===== config.mk =====
export PLATFORM = sky130hd
export DESIGN_NAME = rcpt_core
export DESIGN_NICKNAME = d
export VERILOG_FILES = /design/src/rcpt_pkg.sv /design/src/rcpt_tick_if.sv /design/src/rcpt_tick_src.sv /design/src/rcpt_core.sv
export SDC_FILE = /design/constraint.sdc
export NUM_CORES = 1
export LEC_CHECK = 0
export BUFFER_PORTS_ARGS = -buffer_cell sky130_fd_sc_hd__buf_2
export CORE_ASPECT_RATIO = 1.4
export CORE_MARGIN = 5
export CORE_UTILIZATION = 39
export CTS_CLUSTER_DIAMETER = 80
export DETAILED_ROUTE_END_ITERATION = 16
export SLEW_MARGIN = 20
export SYNTH_ARGS = -nofsm -noshare
export SYNTH_HDL_FRONTEND = slang
export SYNTH_HIERARCHICAL = 1
export SYNTH_SLANG_ARGS = --single-unit

===== constraint.sdc =====
create_clock -name pclk -period 4.54 [get_ports pclk]
set_input_delay 0.227 -clock pclk [delete_from_list [all_inputs] [get_ports pclk]]
set_output_delay 0.227 -clock pclk [all_outputs]
set_load 0.005 [all_outputs]

===== src/rcpt_pkg.sv =====
/*
 Constants for the real-time counter and periodic timer: register
 indices, field positions, reset values and synchroniser settings.
 Assumes an APB slave whose byte address is four times the index.
*/
package rcpt_pkg;

    // ------------------------------------------------------------
    // Register indices (byte address = 4 * index)
    // ------------------------------------------------------------
    localparam logic [5:0] IDX_CTRLA    = 6'h00;
    localparam logic [5:0] IDX_STATUS   = 6'h01;
    localparam logic [5:0] IDX_INTCTRL  = 6'h02;
    localparam logic [5:0] IDX_INTFLAGS = 6'h03;
    localparam logic [5:0] IDX_TEMP     = 6'h04;
    localparam logic [5:0] IDX_HALT     = 6'h05;
    localparam logic [5:0] IDX_SRCSEL   = 6'h07;
    localparam logic [5:0] IDX_CNT_L    = 6'h08;
    localparam logic [5:0] IDX_CNT_H    = 6'h09;
    localparam logic [5:0] IDX_TOP_L    = 6'h0A;
    localparam logic [5:0] IDX_TOP_H    = 6'h0B;
    localparam logic [5:0] IDX_MATCH_L  = 6'h0C;
    localparam logic [5:0] IDX_MATCH_H  = 6'h0D;
    localparam logic [5:0] IDX_PCTRL    = 6'h10;
    localparam logic [5:0] IDX_PSTAT    = 6'h11;
    localparam logic [5:0] IDX_PIRQEN   = 6'h12;
    localparam logic [5:0] IDX_PFLAGS   = 6'h13;
    localparam logic [5:0] IDX_PDBG     = 6'h15;

    // ------------------------------------------------------------
    // Fields, codes and reset values
    // ------------------------------------------------------------
    localparam int         ON_BIT       = 0;
    localparam int         DIV_LSB      = 3;
    localparam int         PERIOD_LSB   = 3;
    localparam logic [7:0] CTRLA_MASK   = 8'hF9;
    localparam logic [7:0] PCTRL_MASK   = 8'h79;
    localparam logic [1:0] SRC_FAST     = 2'h0;
    localparam logic [1:0] SRC_SLOW     = 2'h1;
    localparam logic [1:0] SRC_RSVD     = 2'h2;
    localparam logic [1:0] SRC_EXT      = 2'h3;
    localparam logic [3:0] PIT_OFF      = 4'h0;
    localparam logic [3:0] PIT_RSVD     = 4'hF;
    localparam logic [15:0] TOP_RST     = 16'hFFFF;
    localparam logic [15:0] ZERO16      = 16'h0000;

    // ------------------------------------------------------------
    // Write synchronisation slots and latency in timebase ticks
    // ------------------------------------------------------------
    localparam int         SY_CTRLA     = 0;
    localparam int         SY_CNT       = 1;
    localparam int         SY_TOP       = 2;
    localparam int         SY_MATCH     = 3;
    localparam int         SY_PIT       = 4;
    localparam int         NSYNC        = 5;
    localparam logic [1:0] SYNC_TICKS   = 2'h2;

endpackage : rcpt_pkg


===== src/rcpt_tick_if.sv =====
/*
 Carrier between the core and the timebase source selector.
 Assumes both ends run on pclk.
*/
`timescale 1ns/1ps
interface rcpt_tick_if;
    logic [1:0] source_select;
    logic       tick;
    modport src  (input source_select, output tick);
    modport core (output source_select, input tick);
endinterface : rcpt_tick_if


===== src/rcpt_tick_src.sv =====
/*
 Timebase source selector: synchronises the three timebase clock pins
 into pclk and emits a one-cycle tick on each rising edge of the chosen one.
 Assumes every timebase clock is far slower than pclk.
*/
`timescale 1ns/1ps
module rcpt_tick_src
    import rcpt_pkg::*;
#(
    parameter int N = 3
) (
    input  wire logic         pclk,
    input  wire logic         presetn,
    input  wire logic [N-1:0] src_pins,
    rcpt_tick_if.src          tb
);

    typedef struct packed {
        logic [N-1:0] m1;
        logic [N-1:0] m2;
        logic [N-1:0] d;
        logic         tick;
    } rcpt_sync_s;

    rcpt_sync_s s_r;
    rcpt_sync_s s_nxt;
    logic [N-1:0] edges;

    // Two-flop synchroniser, delay stage and edge select
    always_comb begin
        s_nxt    = s_r;
        s_nxt.m1 = src_pins;
        s_nxt.m2 = s_r.m1;
        s_nxt.d  = s_r.m2;
        edges    = s_r.m2 & ~s_r.d;
        case (tb.source_select)
            SRC_FAST: s_nxt.tick = edges[0];
            SRC_SLOW: s_nxt.tick = edges[1];
            SRC_EXT:  s_nxt.tick = edges[2];
            default:  s_nxt.tick = 1'b0;
        endcase
    end

    // State register
    always_ff @(posedge pclk or negedge presetn) begin
        if (!presetn) begin
            s_r <= '0;
        end else begin
            s_r <= s_nxt;
        end
    end

    assign tb.tick = s_r.tick;
endmodule : rcpt_tick_src


===== src/rcpt_core.sv =====
/*
 Real-time counter with wrap-top and match values, prescaler, periodic
 interval timer and debug-halt control, reached over APB.
 Assumes timebase clocks arrive on pins and dbg_halt comes from pclk logic.
*/
`timescale 1ns/1ps
module rcpt_core
    import rcpt_pkg::*;
(
    input  wire logic        pclk,
    input  wire logic        presetn,
    input  wire logic        psel,
    input  wire logic        penable,
    input  wire logic        pwrite,
    input  wire logic [7:0]  paddr,
    input  wire logic [31:0] pwdata,
    input  wire logic [3:0]  pstrb,
    output logic      [31:0] prdata,
    output logic             pready,
    output logic             pslverr,
    input  wire logic        fast_internal_source_clk,
    input  wire logic        slow_internal_source_clk,
    input  wire logic        external_pin_source_clk,
    input  wire logic        dbg_halt,
    output logic             rtc_irq_req,
    output logic             periodic_irq_req
);

    // ------------------------------------------------------------
    // State
    // ------------------------------------------------------------
    typedef struct packed {
        logic                        pready;
        logic                        pslverr;
        logic [31:0]                 prdata;
        logic [7:0]                  temp;
        logic [7:0]                  ctrla;
        logic [7:0]                  ctrla_act;
        logic [1:0]                  int_en;
        logic [1:0]                  int_flag;
        logic                        halt_bypass;
        logic [1:0]                  source_select;
        logic [15:0]                 tick_count;
        logic [15:0]                 cnt_wr;
        logic [15:0]                 wrap_top;
        logic [15:0]                 top_act;
        logic [15:0]                 match_value;
        logic [15:0]                 match_act;
        logic [7:0]                  pctrl;
        logic [7:0]                  pctrl_act;
        logic                        pit_ie;
        logic                        periodic_irq;
        logic                        pit_bypass;
        logic [NSYNC-1:0]            pend;
        logic [NSYNC-1:0][1:0]       sync_cnt;
        logic [14:0]                 pre_cnt;
        logic [15:0]                 pit_cnt;
        logic                        rtc_irq;
        logic                        pit_irq;
    } rcpt_state_s;

    rcpt_state_s s_r;
    rcpt_state_s s_nxt;

    rcpt_tick_if tb_if ();

    logic             tick;
    logic             acc;
    logic             done;
    logic             wr;
    logic             rd;
    logic [5:0]       idx;
    logic [7:0]       wd;
    logic [8:0]       rsel;
    logic [NSYNC-1:0] apply;
    logic             run_cnt;
    logic [14:0]      div_mask;
    logic             div_tick;
    logic             wrap_evt;
    logic             match_evt;
    logic [1:0]       flag_clr;
    logic [3:0]       period;
    logic             pit_on;
    logic             pit_run;
    logic [15:0]      pit_last;
    logic             pit_evt;

    // ------------------------------------------------------------
    // Timebase source
    // ------------------------------------------------------------
    rcpt_tick_src #(
        .N (3)
    ) u_tick (
        .pclk     (pclk),
        .presetn  (presetn),
        .src_pins ({external_pin_source_clk, slow_internal_source_clk,
                    fast_internal_source_clk}),
        .tb       (tb_if.src)
    );

    assign tb_if.source_select = s_r.source_select;
    assign tick                = tb_if.tick;

    // APB phase decode; one wait state before every answer
    assign acc  = psel & penable;
    assign done = acc & s_r.pready;
    assign wr   = done & pwrite & pstrb[0];
    assign rd   = done & ~pwrite;
    assign idx  = paddr[7:2];
    assign wd   = pwdata[7:0];

    // ------------------------------------------------------------
    // Read mux: {error, byte}
    // ------------------------------------------------------------
    function automatic logic [8:0] read_mux(input logic [5:0] a);
        logic [8:0] r;
        r = 9'h000;
        if (a == IDX_CTRLA) begin
            r = {1'b0, s_r.ctrla};
        end else if (a == IDX_STATUS) begin
            r = {5'h00, s_r.pend[SY_MATCH], s_r.pend[SY_TOP],
                 s_r.pend[SY_CNT], s_r.pend[SY_CTRLA]};
        end else if (a == IDX_INTCTRL) begin
            r = {7'h00, s_r.int_en};
        end else if (a == IDX_INTFLAGS) begin
            r = {7'h00, s_r.int_flag};
        end else if (a == IDX_TEMP) begin
            r = {1'b0, s_r.temp};
        end else if (a == IDX_HALT) begin
            r = {8'h00, s_r.halt_bypass};
        end else if (a == IDX_SRCSEL) begin
            r = {7'h00, s_r.source_select};
        end else if (a == IDX_CNT_L) begin
            r = {1'b0, s_r.tick_count[7:0]};
        end else if (a == IDX_TOP_L) begin
            r = {1'b0, s_r.wrap_top[7:0]};
        end else if (a == IDX_MATCH_L) begin
            r = {1'b0, s_r.match_value[7:0]};
        end else if (a == IDX_CNT_H || a == IDX_TOP_H || a == IDX_MATCH_H) begin
            r = {1'b0, s_r.temp};
        end else if (a == IDX_PCTRL) begin
            r = {1'b0, s_r.pctrl};
        end else if (a == IDX_PSTAT) begin
            r = {8'h00, s_r.pend[SY_PIT]};
        end else if (a == IDX_PIRQEN) begin
            r = {8'h00, s_r.pit_ie};
        end else if (a == IDX_PFLAGS) begin
            r = {8'h00, s_r.periodic_irq};
        end else if (a == IDX_PDBG) begin
            r = {8'h00, s_r.pit_bypass};
        end else begin
            r = 9'h100;
        end
        return r;
    endfunction : read_mux

    // Read mux; re-evaluated on state changes too, so polling one index sees updates
    always_comb begin
        rsel = read_mux(idx);
    end

    // Divided tick and periodic limits
    assign run_cnt  = s_r.ctrla_act[ON_BIT] & (~dbg_halt | s_r.halt_bypass);
    assign div_mask = 15'((32'h1 << s_r.ctrla_act[DIV_LSB +: 4]) - 32'h1);
    assign div_tick = tick & run_cnt & ((s_r.pre_cnt & div_mask) == div_mask);
    assign period   = s_r.pctrl_act[PERIOD_LSB +: 4];
    assign pit_on   = s_r.pctrl_act[ON_BIT] & (period != PIT_OFF)
                      & (period != PIT_RSVD);
    assign pit_run  = pit_on & (~dbg_halt | s_r.pit_bypass);
    assign pit_last = 16'((32'h1 << (32'(period) + 32'h1)) - 32'h1);

    // ------------------------------------------------------------
    // Next-state logic
    // ------------------------------------------------------------
    always_comb begin
        s_nxt     = s_r;
        apply     = '0;
        wrap_evt  = 1'b0;
        match_evt = 1'b0;
        pit_evt   = 1'b0;
        flag_clr  = 2'h0;

        // Bus answer
        s_nxt.pready = acc & ~s_r.pready;
        if (s_nxt.pready) begin
            s_nxt.prdata  = {24'h000000, (pwrite ? 8'h00 : rsel[7:0])};
            s_nxt.pslverr = rsel[8];
        end else begin
            s_nxt.prdata  = 32'h00000000;
            s_nxt.pslverr = 1'b0;
        end

        // Low-byte read latches the high byte
        if (rd) begin
            if (idx == IDX_CNT_L) begin
                s_nxt.temp = s_r.tick_count[15:8];
            end else if (idx == IDX_TOP_L) begin
                s_nxt.temp = s_r.wrap_top[15:8];
            end else if (idx == IDX_MATCH_L) begin
                s_nxt.temp = s_r.match_value[15:8];
            end
        end

        // Crossing into timebase: count two ticks then apply
        for (int i = 0; i < NSYNC; i++) begin
            if (tick && s_r.pend[i]) begin
                if (s_r.sync_cnt[i] == SYNC_TICKS - 2'h1) begin
                    apply[i]          = 1'b1;
                    s_nxt.pend[i]     = 1'b0;
                    s_nxt.sync_cnt[i] = 2'h0;
                end else begin
                    s_nxt.sync_cnt[i] = s_r.sync_cnt[i] + 2'h1;
                end
            end
        end
        if (apply[SY_CTRLA]) begin
            s_nxt.ctrla_act = s_r.ctrla;
        end
        if (apply[SY_TOP]) begin
            s_nxt.top_act = s_r.wrap_top;
        end
        if (apply[SY_MATCH]) begin
            s_nxt.match_act = s_r.match_value;
        end
        if (apply[SY_PIT]) begin
            s_nxt.pctrl_act = s_r.pctrl;
        end

        // Prescaler
        if (!s_r.ctrla_act[ON_BIT]) begin
            s_nxt.pre_cnt = 15'h0000;
        end else if (tick && run_cnt) begin
            s_nxt.pre_cnt = s_r.pre_cnt + 15'h0001;
        end

        // Main counter
        if (apply[SY_CNT]) begin
            s_nxt.tick_count = s_r.cnt_wr;
        end else if (div_tick) begin
            if (s_r.tick_count == s_r.top_act) begin
                s_nxt.tick_count = ZERO16;
                wrap_evt         = 1'b1;
            end else begin
                s_nxt.tick_count = s_r.tick_count + 16'h0001;
            end
            match_evt = (s_nxt.tick_count == s_r.match_act);
        end

        // Periodic interval on undivided ticks
        if (!pit_on) begin
            s_nxt.pit_cnt = ZERO16;
        end else if (tick && pit_run) begin
            if (s_r.pit_cnt >= pit_last) begin
                s_nxt.pit_cnt = ZERO16;
                pit_evt       = 1'b1;
            end else begin
                s_nxt.pit_cnt = s_r.pit_cnt + 16'h0001;
            end
        end

        // Register writes; a write restarts its crossing
        if (wr) begin
            if (idx == IDX_CTRLA) begin
                s_nxt.ctrla               = wd & CTRLA_MASK;
                s_nxt.pend[SY_CTRLA]      = 1'b1;
                s_nxt.sync_cnt[SY_CTRLA]  = 2'h0;
            end else if (idx == IDX_INTCTRL) begin
                s_nxt.int_en = wd[1:0];
            end else if (idx == IDX_INTFLAGS) begin
                flag_clr = wd[1:0];
            end else if (idx == IDX_TEMP) begin
                s_nxt.temp = wd;
            end else if (idx == IDX_HALT) begin
                s_nxt.halt_bypass = wd[0];
            end else if (idx == IDX_SRCSEL) begin
                s_nxt.source_select = wd[1:0];
            end else if (idx == IDX_CNT_L || idx == IDX_TOP_L || idx == IDX_MATCH_L) begin
                s_nxt.temp = wd;
            end else if (idx == IDX_CNT_H) begin
                s_nxt.cnt_wr           = {wd, s_r.temp};
                s_nxt.pend[SY_CNT]     = 1'b1;
                s_nxt.sync_cnt[SY_CNT] = 2'h0;
            end else if (idx == IDX_TOP_H) begin
                s_nxt.wrap_top         = {wd, s_r.temp};
                s_nxt.pend[SY_TOP]     = 1'b1;
                s_nxt.sync_cnt[SY_TOP] = 2'h0;
            end else if (idx == IDX_MATCH_H) begin
                s_nxt.match_value        = {wd, s_r.temp};
                s_nxt.pend[SY_MATCH]     = 1'b1;
                s_nxt.sync_cnt[SY_MATCH] = 2'h0;
            end else if (idx == IDX_PCTRL) begin
                s_nxt.pctrl            = wd & PCTRL_MASK;
                s_nxt.pend[SY_PIT]     = 1'b1;
                s_nxt.sync_cnt[SY_PIT] = 2'h0;
            end else if (idx == IDX_PIRQEN) begin
                s_nxt.pit_ie = wd[0];
            end else if (idx == IDX_PDBG) begin
                s_nxt.pit_bypass = wd[0];
            end
        end

        // Sticky flags: a set in the clearing cycle wins
        s_nxt.int_flag = (s_r.int_flag & ~flag_clr) | {match_evt, wrap_evt};
        s_nxt.periodic_irq = (s_r.periodic_irq
                              & ~(wr && idx == IDX_PFLAGS && wd[0])) | pit_evt;
        s_nxt.rtc_irq = |(s_nxt.int_flag & s_r.int_en);
        s_nxt.pit_irq = s_nxt.periodic_irq & s_r.pit_ie;
    end

    // State register
    always_ff @(posedge pclk or negedge presetn) begin
        if (!presetn) begin
            s_r          <= '0;
            s_r.wrap_top <= TOP_RST;
            s_r.top_act  <= TOP_RST;
        end else begin
            s_r <= s_nxt;
        end
    end

    // Outputs
    assign prdata           = s_r.prdata;
    assign pready           = s_r.pready;
    assign pslverr          = s_r.pslverr;
    assign rtc_irq_req      = s_r.rtc_irq;
    assign periodic_irq_req = s_r.pit_irq;
endmodule : rcpt_core


* Word-level counts from Yosys, hierarchy flattened
Index checks and enable logic that the tools add are counted.
** Storage, ports and cells
- Register bits after elaboration :: 227
- Input bits :: 53
- Output and inout port bits :: 36
- Word-level logic and storage cells :: 262
** Cells by class
- Add/sub/neg operators :: 11
- Order comparisons :: 1
- Equal/unequal tests :: 30
- Shift-type cells :: 2
- Mux-type cells :: 115
- Bitwise gates (word level) :: 40
- Reduce and logical (&&, ||, !) cells :: 28
** Operator list (number)
- 8-bit two-way mux :: 20
- 16-bit two-way mux :: 9
- 9-bit two-way mux :: 16
- 15-bit two-way mux :: 3
- 2-bit two-way mux :: 21
- 6-bit by 4-bit equality test with 1-bit output (second input constant) :: 6
- 1-bit two-way mux :: 34
- 33-bit two-way mux :: 1
- 16-bit by 1-bit adder with 16-bit output (second input constant) :: 2
- 16-bit equality test :: 2
- 4-bit two-way mux :: 8
- 6-bit by 5-bit equality test with 1-bit output (second input constant) :: 5
- 6-bit by 3-bit equality test with 1-bit output (second input constant) :: 3
- 16-bit greater-or-equal comparator :: 1
- 1-bit inverter :: 16
- 1-bit by 5-bit << shifter with 16-bit output (first input constant) :: 1
- 16-bit by 1-bit subtractor with 16-bit output (second input constant) :: 1
- 15-bit by 1-bit adder with 15-bit output (second input constant) :: 1
- 15-bit bitwise AND :: 1
- 15-bit equality test :: 1
- 1-bit by 4-bit << shifter with 15-bit output (first input constant) :: 1
- 15-bit by 1-bit subtractor with 15-bit output (second input constant) :: 1
- 1-bit bitwise AND :: 14
- 14-bit AND reduction :: 1
- 33 further kinds :: 58

* Logic depth before layout (Yosys ltp)
- Depth in word-level cells :: 19
- Depth in mapped cells :: 20

* Modules after synthesis
The synthesis kept the hierarchy.
** By module, submodules not included
- rcpt_core :: instances 1, cells each 1123, area each 11069.4 um2, sequential area each 4869.7 um2
- rcpt_tick_src :: instances 1, cells each 15, area each 285.3 um2, sequential area each 250.2 um2

* Least setup slack after synthesis
Ideal clock, no wire load.
- Kind :: flip-flop to flip-flop
- From :: register s_r, in the netlist period[0]
- To :: register s_r[13] (netlist name)
- Arrival :: 3.560 ns
- Required time :: 4.424 ns
- Setup slack :: 0.865 ns
- Stages on the path, launching flop included :: 20
- Buffers on the path :: 4
- Period minus slack after synthesis :: 3.675 ns
- Cells stage by stage :: dfrtp_1 > clkbuf_1 > or2_2 > clkbuf_1 > nand2b_1 > ha_1 > nor2b_1 > a31oi_1 > o22a_1 > ha_1 > o21a_1 > o21ai_0 > nand2b_1 > o31ai_1 > o21ai_0 > a211oi_1 > clkbuf_1 > buf_2 > nand3_1 > o311ai_0
** On the way
- Word-level cells in the longest chain between the ends :: 7
- Elaborated cells on any way between the ends :: 14
- Those cells by class :: 2 x add/sub; 1 x order compare; 2 x eq/ne; 1 x shift; 3 x mux; 3 x bitwise; 2 x reduce/logical
** RTL lines
- from (decl) :: line rcpt_core.sv:62 : rcpt_state_s s_r;
- from (signal assigned) :: line rcpt_core.sv:317 : s_r <= s_nxt;
- 4-bit by 1-bit adder with 5-bit output :: line rcpt_core.sv:170 : assign pit_last = 16'((32'h1 << (32'(period) + 32'h1)) - 32'h1);
- 1-bit by 5-bit << shifter with 16-bit output :: line rcpt_core.sv:170
- 16-bit by 1-bit subtractor with 16-bit output :: line rcpt_core.sv:170
- 16-bit greater-or-equal comparator :: line rcpt_core.sv:253 : if (s_r.pit_cnt >= pit_last) begin
- 16-bit two-way mux :: line rcpt_core.sv:253
- 16-bit two-way mux :: line rcpt_core.sv:252 : end else if (tick && pit_run) begin
- 16-bit two-way mux :: line rcpt_core.sv:250 : if (!pit_on) begin
Several ways; a longest one is shown, not always the timed one. The select of a mux whose other input is x is not followed.
A chain may end at the register's enable or synchronous reset.

* Worst setup path in the final report
Ends and elaborated chain as after synthesis.

==> flow_metrics.env <==
export IMPL_layout_nets=1219
export IMPL_path_class="reg2reg"
export IMPL_clk_latency_ps=530
export IMPL_dp_hpwl_um=20800
export IMPL_syn_area_per_cell_sq_um=9.98
export IMPL_n_antenna_cell=0
export IMPL_final_cell_mix="dfrtp_1, mux2_2, nand2_1, nor2_1, o21ai_0"
export IMPL_num_vias=8616
export IMPL_tns_ps=0
export IMPL_cts_num_sinks=203
export IMPL_grt_pass1_wl_um=47100
export IMPL_status="complete, no violations"
export IMPL_die_area_sq_mm=0.0327
export IMPL_r2r_slack_ps=730
export IMPL_cts_root_buf="clkbuf_16"
export IMPL_hold_violations=0
export IMPL_crit_path_start="period[0]"
export IMPL_drt_wl_total_um=29800
export IMPL_drive_gt1_share_pct=22.1
export IMPL_portBuffers=35
export IMPL_fmax_mhz=263
export IMPL_drt_pass1_iter_count=6
export IMPL_synth_area_sq_mm=0.0114
export IMPL_postRouteAntennaNets=0
export IMPL_hp_class="in2reg"
export IMPL_cts_tree="done"
export IMPL_ys_types=74
export IMPL_area_growth_pct=11.3
export IMPL_nFillCells=2809
export IMPL_antenna_found_initial=1
export IMPL_min_from="pwrite"
export IMPL_grt_overflow_total=0
export IMPL_cts_made_buffers=23
export IMPL_grt_pass1_vias=8459
export IMPL_async_flop_share_pct=100
export IMPL_setup_viol=0
export IMPL_post_cts_setup_buffer_count=0
export IMPL_ioPinCount=89
export IMPL_min_to="prdata[0]"
export IMPL_die_w_um=154
export IMPL_netlist_instances=1138
export IMPL_clock_path_buffers=3
export IMPL_vias_per_cell=5.59
export IMPL_relSlewSlack_pct=26.1
export IMPL_drc_errors=0
export IMPL_skew_ps=26.6
export IMPL_final_min_clock_period_ps=3810
export IMPL_layout_commonest_cell="dfrtp_1"
export IMPL_gpl_final_weighted_congestion=0.895
export IMPL_row_count=74
export IMPL_track_usage_pct=18.0
export IMPL_rsz0062_at_grt="no"
export IMPL_synth_main_ff_cell="dfrtp_1"
export IMPL_wl_per_cell_um=19.3
export IMPL_multi_input_area_sq_mm=0.00575
export IMPL_clkTransAtPathRegs_ps=60
export IMPL_cp_required_ps=4920
export IMPL_ff2ff_path_depth=15
export IMPL_period_share_pct=83.9
export IMPL_worstHoldPathCells=4
export IMPL_worstSetupStartpointType="register"
export IMPL_worst_slew_pin_slew_ps=1110
export IMPL_r2r_start="period[0]"
export IMPL_die_h_um=212
export IMPL_end_kind="register"
export IMPL_crit_fanout=10
export IMPL_drtIter0Drc=621
export IMPL_synth_edf_count=0
export IMPL_cts_resized=0
export IMPL_p_per_area_mw_per_mm2=322
export IMPL_grt_max_degree=86
export IMPL_h_tree_depth=1
export IMPL_seq_area_sq_mm=0.00512
export IMPL_post_route_util_pct=43.6
export IMPL_crit_arrival_ps=4190
export IMPL_seq_area_frac_synth_pct=45.1
export IMPL_drv_cap=0
export IMPL_drv_slew=0
export IMPL_synth_seq_cells=203
export IMPL_r2r_end="s_r[13]"
export IMPL_core_area_sq_mm=0.0290
export IMPL_start_util_pct=39.2
export IMPL_p_leak_nw=5.53
export IMPL_vdd_drop_max_uv=221
export IMPL_yosys_warnings=6
-- per-layer routing --
layer / track usage (%) / up-vias / routed length, um
li1: - / 4063 / -
met1: 23.1 / 4285 / 12700
met2: 30.7 / 200 / 14700
met3: 2.74 / 66 / 1420
met4: 6.64 / 2 / 1050
met5: 0 / - / 14
-- registers in the layout, summed over array words and instances, names as in the netlist --
name	flops
rtc_irq_req	1
pready	1
s_r	175
prdata	8
period	4
u_tick/s_nxt	6
u_tick/tb.tick	1
periodic_irq_req	1
tb_if.source_select	2
pslverr	1
u_tick/s_r	3
-- cells in the mapped netlist, types with 4 or more instances --
cell | instances | share of area (%)
a211oi_1 | 13 | 0.86
a221o_1 | 8 | 0.71
dfstp_2 | 32 | 7.4
o221ai_1 | 5 | 0.39
buf_1 | 5 | 0.17
nor4_1 | 4 | 0.22
nand4_1 | 16 | 0.88
nor3_1 | 19 | 0.84
ha_1 | 21 | 2.3
o21a_1 | 9 | 0.59
nor2b_1 | 15 | 0.83
a21oi_1 | 38 | 1.7
a22oi_1 | 4 | 0.26
and3_1 | 16 | 0.88
o21ai_0 | 59 | 2.6
nand3_1 | 46 | 2.0
nand2b_1 | 18 | 0.99
and2_1 | 11 | 0.61
or3_1 | 13 | 0.72
xnor2_1 | 38 | 2.9
a31oi_1 | 21 | 1.2
nand2_1 | 106 | 3.5
nor2_1 | 81 | 2.7
buf_2 | 17 | 0.75
buf_4 | 32 | 2.1
a22o_1 | 7 | 0.54
a222oi_1 | 4 | 0.35
clkbuf_1 | 45 | 1.5
mux2_2 | 116 | 12
o31ai_1 | 4 | 0.26
nand3b_1 | 8 | 0.53
inv_1 | 23 | 0.76
mux2i_1 | 14 | 1.2
a21o_1 | 14 | 0.93
dfrtp_1 | 171 | 38
o211ai_1 | 7 | 0.46
or2_2 | 5 | 0.28
xor2_1 | 9 | 0.69
a32oi_1 | 5 | 0.39
o311ai_0 | 9 | 0.69
-- worst max path at each step --
| stage | end | slack [ps] | cells after the start |
|---|---|---|---|
| 6_report | s_r[13] | 730 | 15 |
| 5_1_grt | s_r[14] | 430 | 15 |
| 4_1_cts | s_r[13] | 750 | 15 |
| 3_5_place_dp | s_r[13] | 740 | 15 |
| 3_3_place_gp | s_r[15] | 910 | 15 |
| 2_1_floorplan | s_r[13] | 860 | 19 |
-- area by class of cell --
cell class                 instances  area share [%]
tap                              380            3.76
inverter                          23           0.683
clock buffer                      29            4.97
multi-input combinational        837            45.5
clock inverter                    13            1.60
sequential                       203            40.5
timing repair buffer              57            3.00
-- per-stage QoR --
stage	total power, mW	setup slack (ps)	std cells	cell area [sq um]	hold slack, ps
after floorplan	1.98	865	1162	11400	-68.6
after global placement	2.06	908	1493	11700	326
after detailed placement	2.06	739	1493	11700	334
after CTS	4.14	749	1542	12600	18.3
after global routing	4.23	431	1542	12600	39.1
final	4.07	731	1542	12600	49.2
-- cells by family (layout without fill, tap and decap cells) --
group | Yosys count | count (layout) | share of synthesized area, %
buf+inv | 122 | 122 | 5.28
mux | 130 | 130 | 12.7
flops | 203 | 203 | 45.1
compound gates | 237 | 237 | 14.2
simple gates | 376 | 376 | 16.7
xor+xnor | 47 | 47 | 3.63
other cells | 2 | 26 | 0.0661
fa+ha+maj | 21 | 21 | 2.31
-- critical path: stages, from the launching register on --
cell and delay, ps:
dfrtp_1 470, or2_2 390, nand2b_1 210, ha_1 320, nor2b_1 220, a31oi_1 110, o22a_1 220, ha_1 290
o21a_1 110, o21ai_0 130, nand2b_1 100, o31ai_1 80, o21ai_0 170, a21oi_1 230, nand2b_1 220, o311ai_0 400
-- power by group --
group	switching, mW	leakage [nW]	internal [mW]	total [mW]
Clock	0.771	0.404	1.27	2.04
Sequential	0.0286	2.59	1.84	1.86
Combinational	0.113	2.54	0.0549	0.168
Total	0.913	5.53	3.16	4.07
-- what timing repair did --
| action | CTS | global route |
|---|---|---|
| hold endpoints to repair | 70 | 0 |
| hold buffers | 7 | 0 |
| setup endpoints to repair | 0 | 0 |
No activity file was read; power rests on OpenSTA's default activity.
